[config.mk]
export PLATFORM = sky130hd
export DESIGN_NAME = sbwcc_top
export DESIGN_NICKNAME = d
export VERILOG_FILES = /design/src/rtl/sbwcc_pkg.sv /design/src/rtl/sbwcc_if.sv /design/src/rtl/sbwcc_top.sv /design/src/rtl/sbwcc_wdog.sv /design/src/rtl/sbwcc_osc.sv
export SDC_FILE = /design/constraint.sdc
export NUM_CORES = 1
export LEC_CHECK = 0
export ABC_AREA = 1
export CORE_UTILIZATION = 40
export CTS_BUF_LIST = sky130_fd_sc_hd__clkbuf_8
export CTS_CLUSTER_SIZE = 20
export DETAILED_ROUTE_END_ITERATION = 10
export DONT_BUFFER_PORTS = 1
export GPL_TIMING_DRIVEN = 0
export PLACE_DENSITY_LB_ADDON = 0.2
export SYNTH_ARGS = -nofsm -noshare
export SYNTH_HDL_FRONTEND = slang
export SYNTH_SLANG_ARGS = --single-unit
[constraint.sdc]
create_clock -name clk_i -period 4.05 [get_ports clk_i]
set_input_delay 0.2025 -clock clk_i [delete_from_list [all_inputs] [get_ports clk_i]]
set_output_delay 0.2025 -clock clk_i [all_outputs]
set_load 0.01 [all_outputs]
[src/rtl/sbwcc_pkg.sv]
// standby, watchdog and clock control: shared constants and types
// assumes a 40 MHz system clock and a classic wishbone master
//
// Rules for this block, its software and its reset source
// reset clears display frame clock source select
// sub oscillator stays stopped after reset
// software switches frame source after oscillator stable
// software disables display before stop instruction
// software writes only final display memory data
// watchdog keeps counting in wait mode
// software refreshes watchdog often during wait
// watchdog halts in stop, counts while stabilising
// software refreshes watchdog right before stop
// watchdog counts on selected system clock
// stop disable bit is sticky once set
// interrupt ends stop and restarts oscillators
// stop release clears timer mode except bit4
// main stabilisation delay when main was system
// reset pin in wait restarts main, stops sub
// reset source holds pin until stable plus 2us
// mode change only with stable target oscillator; not checked here, a cpu mode write switches the system clock at once
// watchdog underflow acts as reset pin

package sbwcc_pkg;

	// ------------------------------------------------
	// register indexes, byte address is index times four
	// ------------------------------------------------
	localparam logic [7:0] IDX_TMR_MODE = 8'h2c;
	localparam logic [7:0] IDX_WDOG_CTRL = 8'h37;
	localparam logic [7:0] IDX_LCD_MODE = 8'h39;
	localparam logic [7:0] IDX_CPU_MODE = 8'h3b;
	localparam logic [7:0] IDX_STBY_CMD = 8'h3e;
	localparam logic [7:0] IDX_STBY_STAT = 8'h3f;

	// ------------------------------------------------
	// field positions
	// ------------------------------------------------
	localparam int LCD_SRC_BIT = 7;
	localparam int LCD_EN_BIT = 3;
	localparam int WD_STPDIS_BIT = 6;
	localparam int CPU_SYSSEL_BIT = 7;
	localparam int CPU_MAINSTOP_BIT = 6;
	localparam int CPU_SUBEN_BIT = 4;
	localparam int CMD_STOP_BIT = 0;
	localparam int CMD_WAIT_BIT = 1;
	localparam logic [7:0] TMR_KEEP_MASK = 8'h10;

	// ------------------------------------------------
	// reset values
	// ------------------------------------------------
	localparam logic [7:0] LCD_MODE_RST = 8'h00;
	localparam logic [7:0] CPU_MODE_RST = 8'h00;
	localparam logic [7:0] TMR_MODE_RST = 8'h00;

	// ------------------------------------------------
	// timing counts, in oscillator edges
	// ------------------------------------------------
	localparam int WD_WIDTH = 16;
	localparam int STAB_WIDTH = 16;
	localparam logic [15:0] MAIN_STAB_TICKS = 16'h0800;
	localparam logic [15:0] SUB_STAB_TICKS = 16'h0100;

	typedef enum logic [1:0] {SB_RUN, SB_WAIT, SB_STOP, SB_STABLE} sbwcc_state_t;

endpackage

[src/rtl/sbwcc_if.sv]
// signals between the control core, the watchdog and the oscillator monitor
// assumes all three sit on clk_i
`timescale 1ns/1ps
`default_nettype none

interface sbwcc_clk_if;
	logic main_tick;
	logic sub_tick;
	logic stab_go;
	logic stab_main;
	logic stab_done;
	logic wd_tick;
	logic wd_run;
	logic wd_load;
	logic wd_uflow;
	logic [7:0] wd_hi;

	modport ctl (output stab_go, stab_main, wd_tick, wd_run, wd_load,
		input main_tick, sub_tick, stab_done, wd_uflow, wd_hi);
	modport osc (input stab_go, stab_main, output main_tick, sub_tick, stab_done);
	modport wdg (input wd_tick, wd_run, wd_load, output wd_uflow, wd_hi);
endinterface

`default_nettype wire

[src/rtl/sbwcc_top.sv]
// standby sequencer, watchdog and clock control with wishbone registers
// assumes a classic wishbone master and irq_i from logic on clk_i
`timescale 1ns/1ps
`default_nettype none

module sbwcc_top
	import sbwcc_pkg::*;
#(
	parameter logic [STAB_WIDTH-1:0] MAIN_TICKS = MAIN_STAB_TICKS,
	parameter logic [STAB_WIDTH-1:0] SUB_TICKS = SUB_STAB_TICKS,
	parameter int WD_W = WD_WIDTH
) (
	// clock and reset
	input wire logic clk_i,
	input wire logic rst_i,
	// wishbone slave
	input wire logic wb_cyc_i,
	input wire logic wb_stb_i,
	input wire logic wb_we_i,
	input wire logic [9:0] wb_adr_i,
	input wire logic [3:0] wb_sel_i,
	input wire logic [31:0] wb_dat_i,
	output logic [31:0] wb_dat_o,
	output logic wb_ack_o,
	// pins
	input wire logic reset_n_i,
	input wire logic main_osc_input_i,
	input wire logic sub_osc_input_i,
	// core side
	input wire logic irq_i,
	output logic cpu_halt_o,
	output logic internal_reset_o,
	output logic [7:0] timer_mode_o,
	// clock and display control
	output logic main_osc_en_o,
	output logic sub_osc_en_o,
	output logic sys_clk_sub_o,
	output logic display_enable_o,
	output logic display_frame_clock_sel_o
);

	typedef struct packed {
		logic [1:0] rsync;
		logic [7:0] lcd;
		logic [7:0] cpu;
		logic [7:0] tmr;
		logic stp_dis;
		sbwcc_state_t st;
		logic main_en;
		logic sub_en;
		logic stab_go;
		logic irst;
		logic ack;
		logic [31:0] dat;
	} sbwcc_top_t;

	sbwcc_top_t s;
	sbwcc_top_t next_s;
	logic rst_now;
	logic commit;
	logic wr_wd;

	sbwcc_clk_if ch ();

	// ------------------------------------------------
	// helpers
	// ------------------------------------------------
	function automatic logic hit(input logic [9:0] adr, input logic [7:0] idx);
		hit = (adr[9:2] == idx);
	endfunction

	function automatic logic [31:0] zext(input logic [7:0] v);
		zext = {24'h000000, v};
	endfunction

	// ------------------------------------------------
	// sub blocks
	// ------------------------------------------------
	sbwcc_osc #(
		.MAIN_TICKS(MAIN_TICKS),
		.SUB_TICKS(SUB_TICKS)
	) u_osc (
		.clk_i(clk_i),
		.rst_i(rst_i),
		.main_osc_input_i(main_osc_input_i),
		.sub_osc_input_i(sub_osc_input_i),
		.ch(ch.osc)
	);

	sbwcc_wdog #(
		.WIDTH(WD_W)
	) u_wdog (
		.clk_i(clk_i),
		.rst_i(rst_i),
		.ch(ch.wdg)
	);

	// ------------------------------------------------
	// bus decode
	// ------------------------------------------------
	// writes land at the edge where the master sees ack, not earlier
	assign commit = wb_cyc_i & wb_stb_i & s.ack & wb_we_i & wb_sel_i[0];
	assign wr_wd = commit & hit(wb_adr_i, IDX_WDOG_CTRL);
	// the pin counts only after two flops; an underflow counts like the pin
	assign rst_now = ~s.rsync[1] | ch.wd_uflow;

	assign ch.wd_tick = s.cpu[CPU_SYSSEL_BIT] ? ch.sub_tick : ch.main_tick;
	assign ch.wd_run = (s.st != SB_STOP);
	assign ch.wd_load = wr_wd | rst_now;
	assign ch.stab_go = s.stab_go;
	assign ch.stab_main = ~s.cpu[CPU_SYSSEL_BIT];

	// ------------------------------------------------
	// next state
	// ------------------------------------------------
	always_comb begin
		next_s = s;
		next_s.rsync = {s.rsync[0], reset_n_i};
		next_s.stab_go = 1'b0;
		next_s.irst = 1'b0;
		next_s.ack = wb_cyc_i & wb_stb_i & ~s.ack;

		// read data is captured on the request edge and stands with ack
		if (wb_cyc_i && wb_stb_i && !s.ack) begin
			case (wb_adr_i[9:2])
				IDX_LCD_MODE: next_s.dat = zext(s.lcd);
				IDX_CPU_MODE: next_s.dat = zext(s.cpu);
				IDX_TMR_MODE: next_s.dat = zext(s.tmr);
				IDX_WDOG_CTRL: next_s.dat = zext({1'b0, s.stp_dis, 6'h00});
				IDX_STBY_STAT: next_s.dat = {16'h0000, ch.wd_hi, 2'h0, s.main_en, s.sub_en, s.stp_dis,
					1'b0, s.st};
				default: next_s.dat = 32'h00000000;
			endcase
		end

		// register writes
		if (commit) begin
			if (hit(wb_adr_i, IDX_LCD_MODE)) begin
				next_s.lcd = wb_dat_i[7:0];
			end
			if (hit(wb_adr_i, IDX_CPU_MODE)) begin
				next_s.cpu = wb_dat_i[7:0];
			end
			if (hit(wb_adr_i, IDX_TMR_MODE)) begin
				next_s.tmr = wb_dat_i[7:0];
			end
			if (wr_wd) begin
				// only a one may be written; no write brings stop back
				next_s.stp_dis = s.stp_dis | wb_dat_i[WD_STPDIS_BIT];
			end
		end

		// standby sequence
		case (s.st)
			SB_RUN: begin
				if (commit && hit(wb_adr_i, IDX_STBY_CMD)) begin
					if (wb_dat_i[CMD_STOP_BIT] && !s.stp_dis) begin
						next_s.st = SB_STOP;
					end else if (wb_dat_i[CMD_WAIT_BIT]) begin
						next_s.st = SB_WAIT;
					end
				end
				next_s.main_en = ~next_s.cpu[CPU_MAINSTOP_BIT];
				next_s.sub_en = next_s.cpu[CPU_SUBEN_BIT];
			end
			SB_WAIT: begin
				if (irq_i) begin
					next_s.st = SB_RUN;
				end
			end
			SB_STOP: begin
				next_s.main_en = 1'b0;
				next_s.sub_en = 1'b0;
				if (irq_i) begin
					next_s.st = SB_STABLE;
					next_s.main_en = ~s.cpu[CPU_MAINSTOP_BIT];
					next_s.sub_en = s.cpu[CPU_SUBEN_BIT];
					next_s.tmr = s.tmr & TMR_KEEP_MASK;
					next_s.stab_go = 1'b1;
				end
			end
			SB_STABLE: begin
				// the sub clock may still be settling when this ends
				if (ch.stab_done) begin
					next_s.st = SB_RUN;
				end
			end
			default: begin
				next_s.st = SB_RUN;
			end
		endcase

		// internal reset from pin or watchdog overrides registers, state and enables, but not stab_go
		if (rst_now) begin
			next_s.irst = 1'b1;
			next_s.lcd = LCD_MODE_RST;
			next_s.cpu = CPU_MODE_RST;
			next_s.tmr = TMR_MODE_RST;
			next_s.stp_dis = 1'b0;
			next_s.st = SB_RUN;
			next_s.main_en = 1'b1;
			next_s.sub_en = 1'b0;
		end
	end

	// ------------------------------------------------
	// state register
	// ------------------------------------------------
	always_ff @(posedge clk_i) begin
		if (rst_i) begin
			s <= '0;
			s.rsync <= 2'b11;
			s.lcd <= LCD_MODE_RST;
			s.cpu <= CPU_MODE_RST;
			s.tmr <= TMR_MODE_RST;
			s.st <= SB_RUN;
			s.main_en <= 1'b1;
			s.sub_en <= 1'b0;
		end else begin
			s <= next_s;
		end
	end

	// ------------------------------------------------
	// outputs
	// ------------------------------------------------
	assign wb_dat_o = s.dat;
	assign wb_ack_o = s.ack;
	assign cpu_halt_o = (s.st != SB_RUN);
	assign internal_reset_o = s.irst;
	assign timer_mode_o = s.tmr;
	assign main_osc_en_o = s.main_en;
	assign sub_osc_en_o = s.sub_en;
	assign sys_clk_sub_o = s.cpu[CPU_SYSSEL_BIT];
	// the display is not forced off in stop, software must clear it first
	assign display_enable_o = s.lcd[LCD_EN_BIT];
	assign display_frame_clock_sel_o = s.lcd[LCD_SRC_BIT];

endmodule // sbwcc_top

`default_nettype wire

[src/rtl/sbwcc_wdog.sv]
// watchdog down counter with underflow pulse
// assumes wd_tick is a one-cycle pulse per system clock edge
`timescale 1ns/1ps
`default_nettype none

module sbwcc_wdog
	import sbwcc_pkg::*;
#(
	parameter int WIDTH = WD_WIDTH
) (
	// clock and reset
	input wire logic clk_i,
	input wire logic rst_i,
	// control channel
	sbwcc_clk_if.wdg ch
);

	typedef struct packed {
		logic [WIDTH-1:0] cnt;
		logic uflow;
	} sbwcc_wd_t;

	sbwcc_wd_t s;
	sbwcc_wd_t next_s;

	// ------------------------------------------------
	// counting
	// ------------------------------------------------
	always_comb begin
		next_s = s;
		next_s.uflow = 1'b0;
		if (ch.wd_load) begin
			next_s.cnt = '1;
		end else if (ch.wd_run && ch.wd_tick) begin
			if (s.cnt == '0) begin
				next_s.uflow = 1'b1;
				next_s.cnt = '1;
			end else begin
				next_s.cnt = s.cnt - 1'b1;
			end
		end
	end

	always_ff @(posedge clk_i) begin
		if (rst_i) begin
			s.cnt <= '1;
			s.uflow <= 1'b0;
		end else begin
			s <= next_s;
		end
	end

	assign ch.wd_uflow = s.uflow;
	assign ch.wd_hi = s.cnt[WIDTH-1 -: 8];

endmodule // sbwcc_wdog

`default_nettype wire

[src/rtl/sbwcc_osc.sv]
// oscillator pin monitor and stabilisation timer
// assumes the oscillator pins run well below half of clk_i
`timescale 1ns/1ps
`default_nettype none

module sbwcc_osc
	import sbwcc_pkg::*;
#(
	parameter logic [STAB_WIDTH-1:0] MAIN_TICKS = MAIN_STAB_TICKS,
	parameter logic [STAB_WIDTH-1:0] SUB_TICKS = SUB_STAB_TICKS
) (
	// clock and reset
	input wire logic clk_i,
	input wire logic rst_i,
	// oscillator pins
	input wire logic main_osc_input_i,
	input wire logic sub_osc_input_i,
	// control channel
	sbwcc_clk_if.osc ch
);

	typedef struct packed {
		logic [2:0] msh;
		logic [2:0] ssh;
		logic [STAB_WIDTH-1:0] cnt;
		logic use_main;
		logic busy;
		logic done;
	} sbwcc_osc_t;

	sbwcc_osc_t s;
	sbwcc_osc_t next_s;
	logic mtick;
	logic stick;

	// edges are taken after two flops, the third only remembers history
	assign mtick = s.msh[1] & ~s.msh[2];
	assign stick = s.ssh[1] & ~s.ssh[2];

	// ------------------------------------------------
	// stabilisation timer
	// ------------------------------------------------
	always_comb begin
		next_s = s;
		next_s.msh = {s.msh[1:0], main_osc_input_i};
		next_s.ssh = {s.ssh[1:0], sub_osc_input_i};
		next_s.done = 1'b0;
		if (ch.stab_go) begin
			next_s.busy = 1'b1;
			next_s.use_main = ch.stab_main;
			next_s.cnt = ch.stab_main ? MAIN_TICKS : SUB_TICKS;
		end else if (s.busy && (s.use_main ? mtick : stick)) begin
			if (s.cnt <= 1) begin
				next_s.busy = 1'b0;
				next_s.done = 1'b1;
			end else begin
				next_s.cnt = s.cnt - 1'b1;
			end
		end
	end

	always_ff @(posedge clk_i) begin
		if (rst_i) begin
			s <= '0;
		end else begin
			s <= next_s;
		end
	end

	assign ch.main_tick = mtick;
	assign ch.sub_tick = stick;
	assign ch.stab_done = s.done;

endmodule // sbwcc_osc

`default_nettype wire

After elaboration in Yosys (flattened, before gate mapping)
Index checks and enable logic that the tools add are counted.
{ "totals": {"reg_bits": 108, "in_bits": 55, "out_inout_bits": 48, "elab_cells": 115} }
{ "classes": {"add_sub_neg": 2, "n_lt_le_gt_ge": 1, "eq_ne": 17, "n_mux": 27, "n_bitwise": 21, "n_reduce_logical": 25} }
{ "ops": {"columns": ["operator", "count"], "rows": [
  ["16-bit two-way mux", 5],
  ["16-bit case mux with 5 select lines", 1],
  ["8-bit by 6-bit == test with 1-bit output, second input constant", 6],
  ["16-bit by 1-bit subtractor with 16-bit output, second input constant", 2],
  ["8-bit two-way mux", 3],
  ["16-bit by 1-bit <= comparator with 1-bit output, second input constant", 1],
  ["16-bit zero test", 1],
  ["2-bit two-way mux", 7],
  ["12-bit two-way mux", 1],
  ["2-bit inequality test, second input constant", 6],
  ["1-bit inverter", 10],
  ["2-bit AND reduction", 5],
  ["1-bit AND", 8],
  ["2-bit case mux with 4 select lines", 1],
  ["2-bit nonzero test", 4],
  ["7-bit two-way mux", 1],
  ["1-bit logical AND", 6],
  ["1-bit two-way mux", 6],
  ["2-bit OR reduction", 3],
  ["3-bit OR reduction", 2],
  ["5-bit two-way mux", 1],
  ["5-bit AND reduction", 1],
  ["2-bit == test, second input constant", 2],
  ["2-bit case mux with 2 select lines", 1],
  ["other kinds (6)", 9]
]} }

Depth between registers and ports, before layout
{ "logic_depth": {"ltp_word": 9, "depth_mapped": 14} }

By module
From an unflattened synthesis, not the netlist that was laid out.
{ "hier_totals": {"cells_unflattened": 688, "area_unflattened_um2": 4853.4} }
{ "by_module_without_submodules": {"columns": ["mod", "n_inst", "cells_each", "area_per_inst_um2", "seq_area_each_um2"], "rows": [
  ["sbwcc_top", 1, 347, 2580.0, 1001.0],
  ["sbwcc_osc", 1, 208, 1333.8, 500.5],
  ["sbwcc_wdog", 1, 133, 939.7, 340.3]
]} }

Worst setup path after synthesis
No wires, ideal clock.
{ "synth_path": {"path_type": "reg2reg", "startpoint": "reg u_osc.s[3] (netlist bit)", "endpoint": "reg u_osc.s[5] (netlist bit)", "arrival_ns": 1.430, "required_ns": 3.937, "setup_slack_ns": 2.507, "path_stages_with_launch": 15, "path_buffers": 1, "synth_period_minus_slack_ns": 1.543, "cell_sequence": "dfxtp_1 inv_1 ha_1 inv_1 nand2_1 nand2_1 nor2_2 nand2_4 nand2_4 nand2_4 buf_6 nand2_2 nand2_1 nand2_1 nor2_1"} }
{ "synth_via": {"elab_chain_cells": 4, "elab_cells_between_ends": 7} }
{ "synth_lines": {"columns": ["element", "line", "text"], "rows": [
  ["start, declared", "sbwcc_osc.sv:31", "sbwcc_osc_t s;"],
  ["start signal, assigned", "sbwcc_osc.sv:66", "s <= next_s;"],
  ["16-bit by 1-bit subtractor with 16-bit output", "sbwcc_osc.sv:57", "next_s.cnt = s.cnt - 1'b1;"],
  ["16-bit two-way mux", "sbwcc_osc.sv:53", "if (s.cnt <= 1) begin"],
  ["16-bit two-way mux", "sbwcc_osc.sv:52", "end else if (s.busy && (s.use_main ? mtick : stick)) begin"],
  ["16-bit two-way mux", "sbwcc_osc.sv:48", "if (ch.stab_go) begin"]
]} }
Parallel ways exist; a longest one is shown, timed or not. The select of a mux whose other input is x is not followed.
A chain may end at the register's enable or synchronous reset.

Final worst setup path
{ "layout_path": {"startpoint": "reg u_osc.s[3] (netlist bit)", "endpoint": "reg u_osc.s[18] (netlist bit)"} }
The elaborated chain is that of the path after synthesis.

==> metrics.cfg <==
[pwr]
p_sw_share_pct = 23.87
p_sw_uw = 397.5
p_comb_share_pct = 7.0
internal_power_uw = 1267
p_seq_share_pct = 55.5
clkPwrFrac_pct = 37.6
total_power_uw = 1665
power_density_mw_per_mm2 = 303.6
ir_drop_v = 0.0001422
power.leakage_uw = 0.002435

[cts]
clock-sinks = 92
cts_buffers = 9
clk_latency_ns = 0.37
cts_root_buffer = clkbuf_8
clock_path_buffers = 2
clkSlewWorstSetupHoldPaths_ns = 0.08
cts_tree = yes
cts_resized = 0
h-tree-depth = 3

[finish]
fillCellCount = 1260
regArea_sq_mm = 0.001842
multiInputGateArea_sq_mm = 0.002461
drive_above_1_share_pct = 15.35
antenna_cells = 0
area_delta_synth_final_pct = 10.93
nets = 805
final-instance-count-excl-fill = 896

[setup_path]
cp-start-kind = flip-flop
critPathKind = flip-flop to flip-flop
crit_chain = inv_1 > ha_1 > inv_1 > nand2_1 > nand2_1 > nor2_2 > nand2_4 > a21oi_4 > nor2_1 > nor2_1 > nor2_1
critPathRequiredTime_ns = 4.29
crit_path_end_kind = flip-flop
critPathMaxFanout = 9
cp_data_arrival_time_ns = 2.04
max_stage_delay_ns = 0.34
critPathSlowestCell = dfxtp_1
cp_common_cell = nor2_1

[grt]
grt_max_degree = 14
grt-ovfl-total = 0
track_usage_pct = 19.86
grt_pass1_wl_um = 19730
grt_pass1_vias = 4075
antenna_found_initial = 0

[drt]
wl_per_cell_um = 13.38
antenna_left = 0
dr.pass1.iters = 5
drt-total-wl_um = 11990
drc = 0
via_count = 4394
drt_iter0_drc = 232
vias_per_cell = 4.904

[synthesis]
syn_avg_cell_area_sq_um = 6.972
synth_cell_type_count = 39
syn-instance-count = 709
synth-seq-cells = 92
async_flop_share_pct = 0
synth-main-ff-cell = dfxtp_1
netlist_top_cells_count = nand2_1 (147), nor2_1 (104), dfxtp_1 (92)
syn_area_sq_mm = 0.004943
synthMostInstantiatedCell = nand2_1
synth_top_cell_by_area = dfxtp_1
synth_top_cells_by_area = dfxtp_1 (37%), nand2_1 (11%), nor2_1 (7.9%)
yosysWarnings = 0
netlist.area_leader.share_pct = 37.26
ys_seq_area_share_pct = 37.26
synth_edf_count = 0

[die]
initial_core_util_pct = 41.16
rows = 40
die_w_um = 113.2
core_area_sq_mm = 0.01201
pin_count = 103
die_h_um = 113.2
die_area_sq_mm = 0.01281

[sta]
hold_slack_ns = 0.03321
rsz0062_at_grt = no
min_period_ns = 1.798
layout_setup_ws_ns = 2.252
max_freq_mhz = 556.2
relSlewSlack_pct = 60.81
hold_viol = 0
slew_violations = 0
tightest_slew_ns = 0.5857
fin_setup_tns_ns = 0
setup_viol = 0
fin_crit_sh_pct = 44.39
finClkSkew_ns = 0.005755

[placed_design]
place_ws_ns = 2.257
place.gp.congestion = 0.9102
dpl.hpwl_um = 9099
port-buffer-count = 0
dp.cells = 871

[run_status]
status = finished, final reports clean

[hold_path]
min_path_type = input port to flip-flop

[job]
cap_violations = 0

worst paths after layout:
check | start | cells after the start | slack [ns] | endpoint
setup / recovery | u_osc.s[3]$_SDFFE_PP0P_ | 11 | 2.25 | u_osc.s[18]$_SDFFE_PP0P_
hold / removal | wb_dat_i[7] | 2 | 0.03 | sys_clk_sub_o$_SDFFE_PP0P_
setup reg to reg | u_osc.s[3]$_SDFFE_PP0P_ | 11 | 2.25 | u_osc.s[18]$_SDFFE_PP0P_
hold reg to reg | u_osc.next_s[20]$_SDFF_PP0_ | 2 | 0.41 | u_osc.next_s[21]$_SDFF_PP0_
power groups by stage:
| stage | Sequential (uW) | Combinational, uW | Clock [uW] |
|---|---|---|---|
| after floorplan | 942 | 85.3 | 0 |
| after global placement | 944 | 103 | 0 |
| after detailed placement | 945 | 105 | 0 |
| after CTS | 923 | 117 | 646 |
| after global routing | 925 | 130 | 679 |
| final | 923 | 116 | 625 |
logic make-up after synthesis:
logic type / synth area share, %
xor gates and xnor gates: 1.063
DFF: 37.26
adders and majority gates: 1.012
and+or+nand+nor: 36.75
AOI/OAI and AO/OA: 9.745
other: 0.07586
buffers and inverters: 14.10
what timing repair did:
action                                 in CTS  in global routing
endpoints found under the hold margin      21                  0
setup buffers                               0                  0
hold buffers                               11                  0
per-stage QoR:
step	instance area (sq um)	utilization (%)
6_report	5484	45.66
5_1_grt	5484	45.66
4_1_cts	5484	45.66
3_5_place_dp	5184	43.16
3_3_place_gp	5184	43.16
2_1_floorplan	5000	-
sequential cells by signal (all words and copies together) (netlist names):
signal / cells
timer_mode_o: 8
display_frame_clock_sel_o: 1
wb_dat_o: 16
internal_reset_o: 1
wb_ack_o: 1
u_osc.next_s: 4
s: 17
main_osc_en_o: 1
u_osc.s: 20
u_wdog.s: 8
sub_osc_en_o: 1
u_wdog.ch.wd_hi: 8
u_wdog.ch.wd_uflow: 1
sys_clk_sub_o: 1
display_enable_o: 1
next_s: 1
ch.stab_go: 1
u_osc.ch.stab_done: 1
worst max-delay path, delay by kind of cell (launching register included):
kind            cells  cell delay (ns)
buf+inv             2             0.21
compound gates      1             0.28
flops               1             0.34
simple gates        7             0.60
fa+ha+maj           1             0.23
placed cells by master (no fill, tap or decap), types with 6 or more instances in the layout:
master / Yosys / final
nand2_1: 147 / 147
nor2_1: 104 / 104
dfxtp_1: 92 / 92
nand3_1: 73 / 73
inv_1: 65 / 66
a21oi_1: 44 / 44
buf_4: 43 / 43
o21ai_0: 19 / 19
nand4_1: 18 / 18
nor2_2: 16 / 16
conb_1: 1 / 16
clkbuf_8: 0 / 11
dlygate4sd3_1: 0 / 11
nand2_2: 8 / 8
o21ai_1: 6 / 6
cell type report:
class | count | share of cell area [%]
Multi-Input combinational cell | 502 | 44.88
Timing Repair Buffer | 11 | 2.008
Sequential cell | 92 | 33.58
Clock buffer | 11 | 2.761
Tap cell | 147 | 3.354
Buffer | 57 | 7.620
Inverter | 73 | 5.088
Clock inverter | 3 | 0.7073
routing by layer:
layer | GRT usage (%) | share of wire (%) | vias to the layer above
met5 | 0 | 0 | -
met4 | 9.123 | 3.0 | 0
met3 | 5.035 | 4.5 | 21
met2 | 32.76 | 47 | 104
met1 | 24.33 | 45 | 1977
li1 | - | - | 2292
No activity file was read; power rests on OpenSTA's default activity.
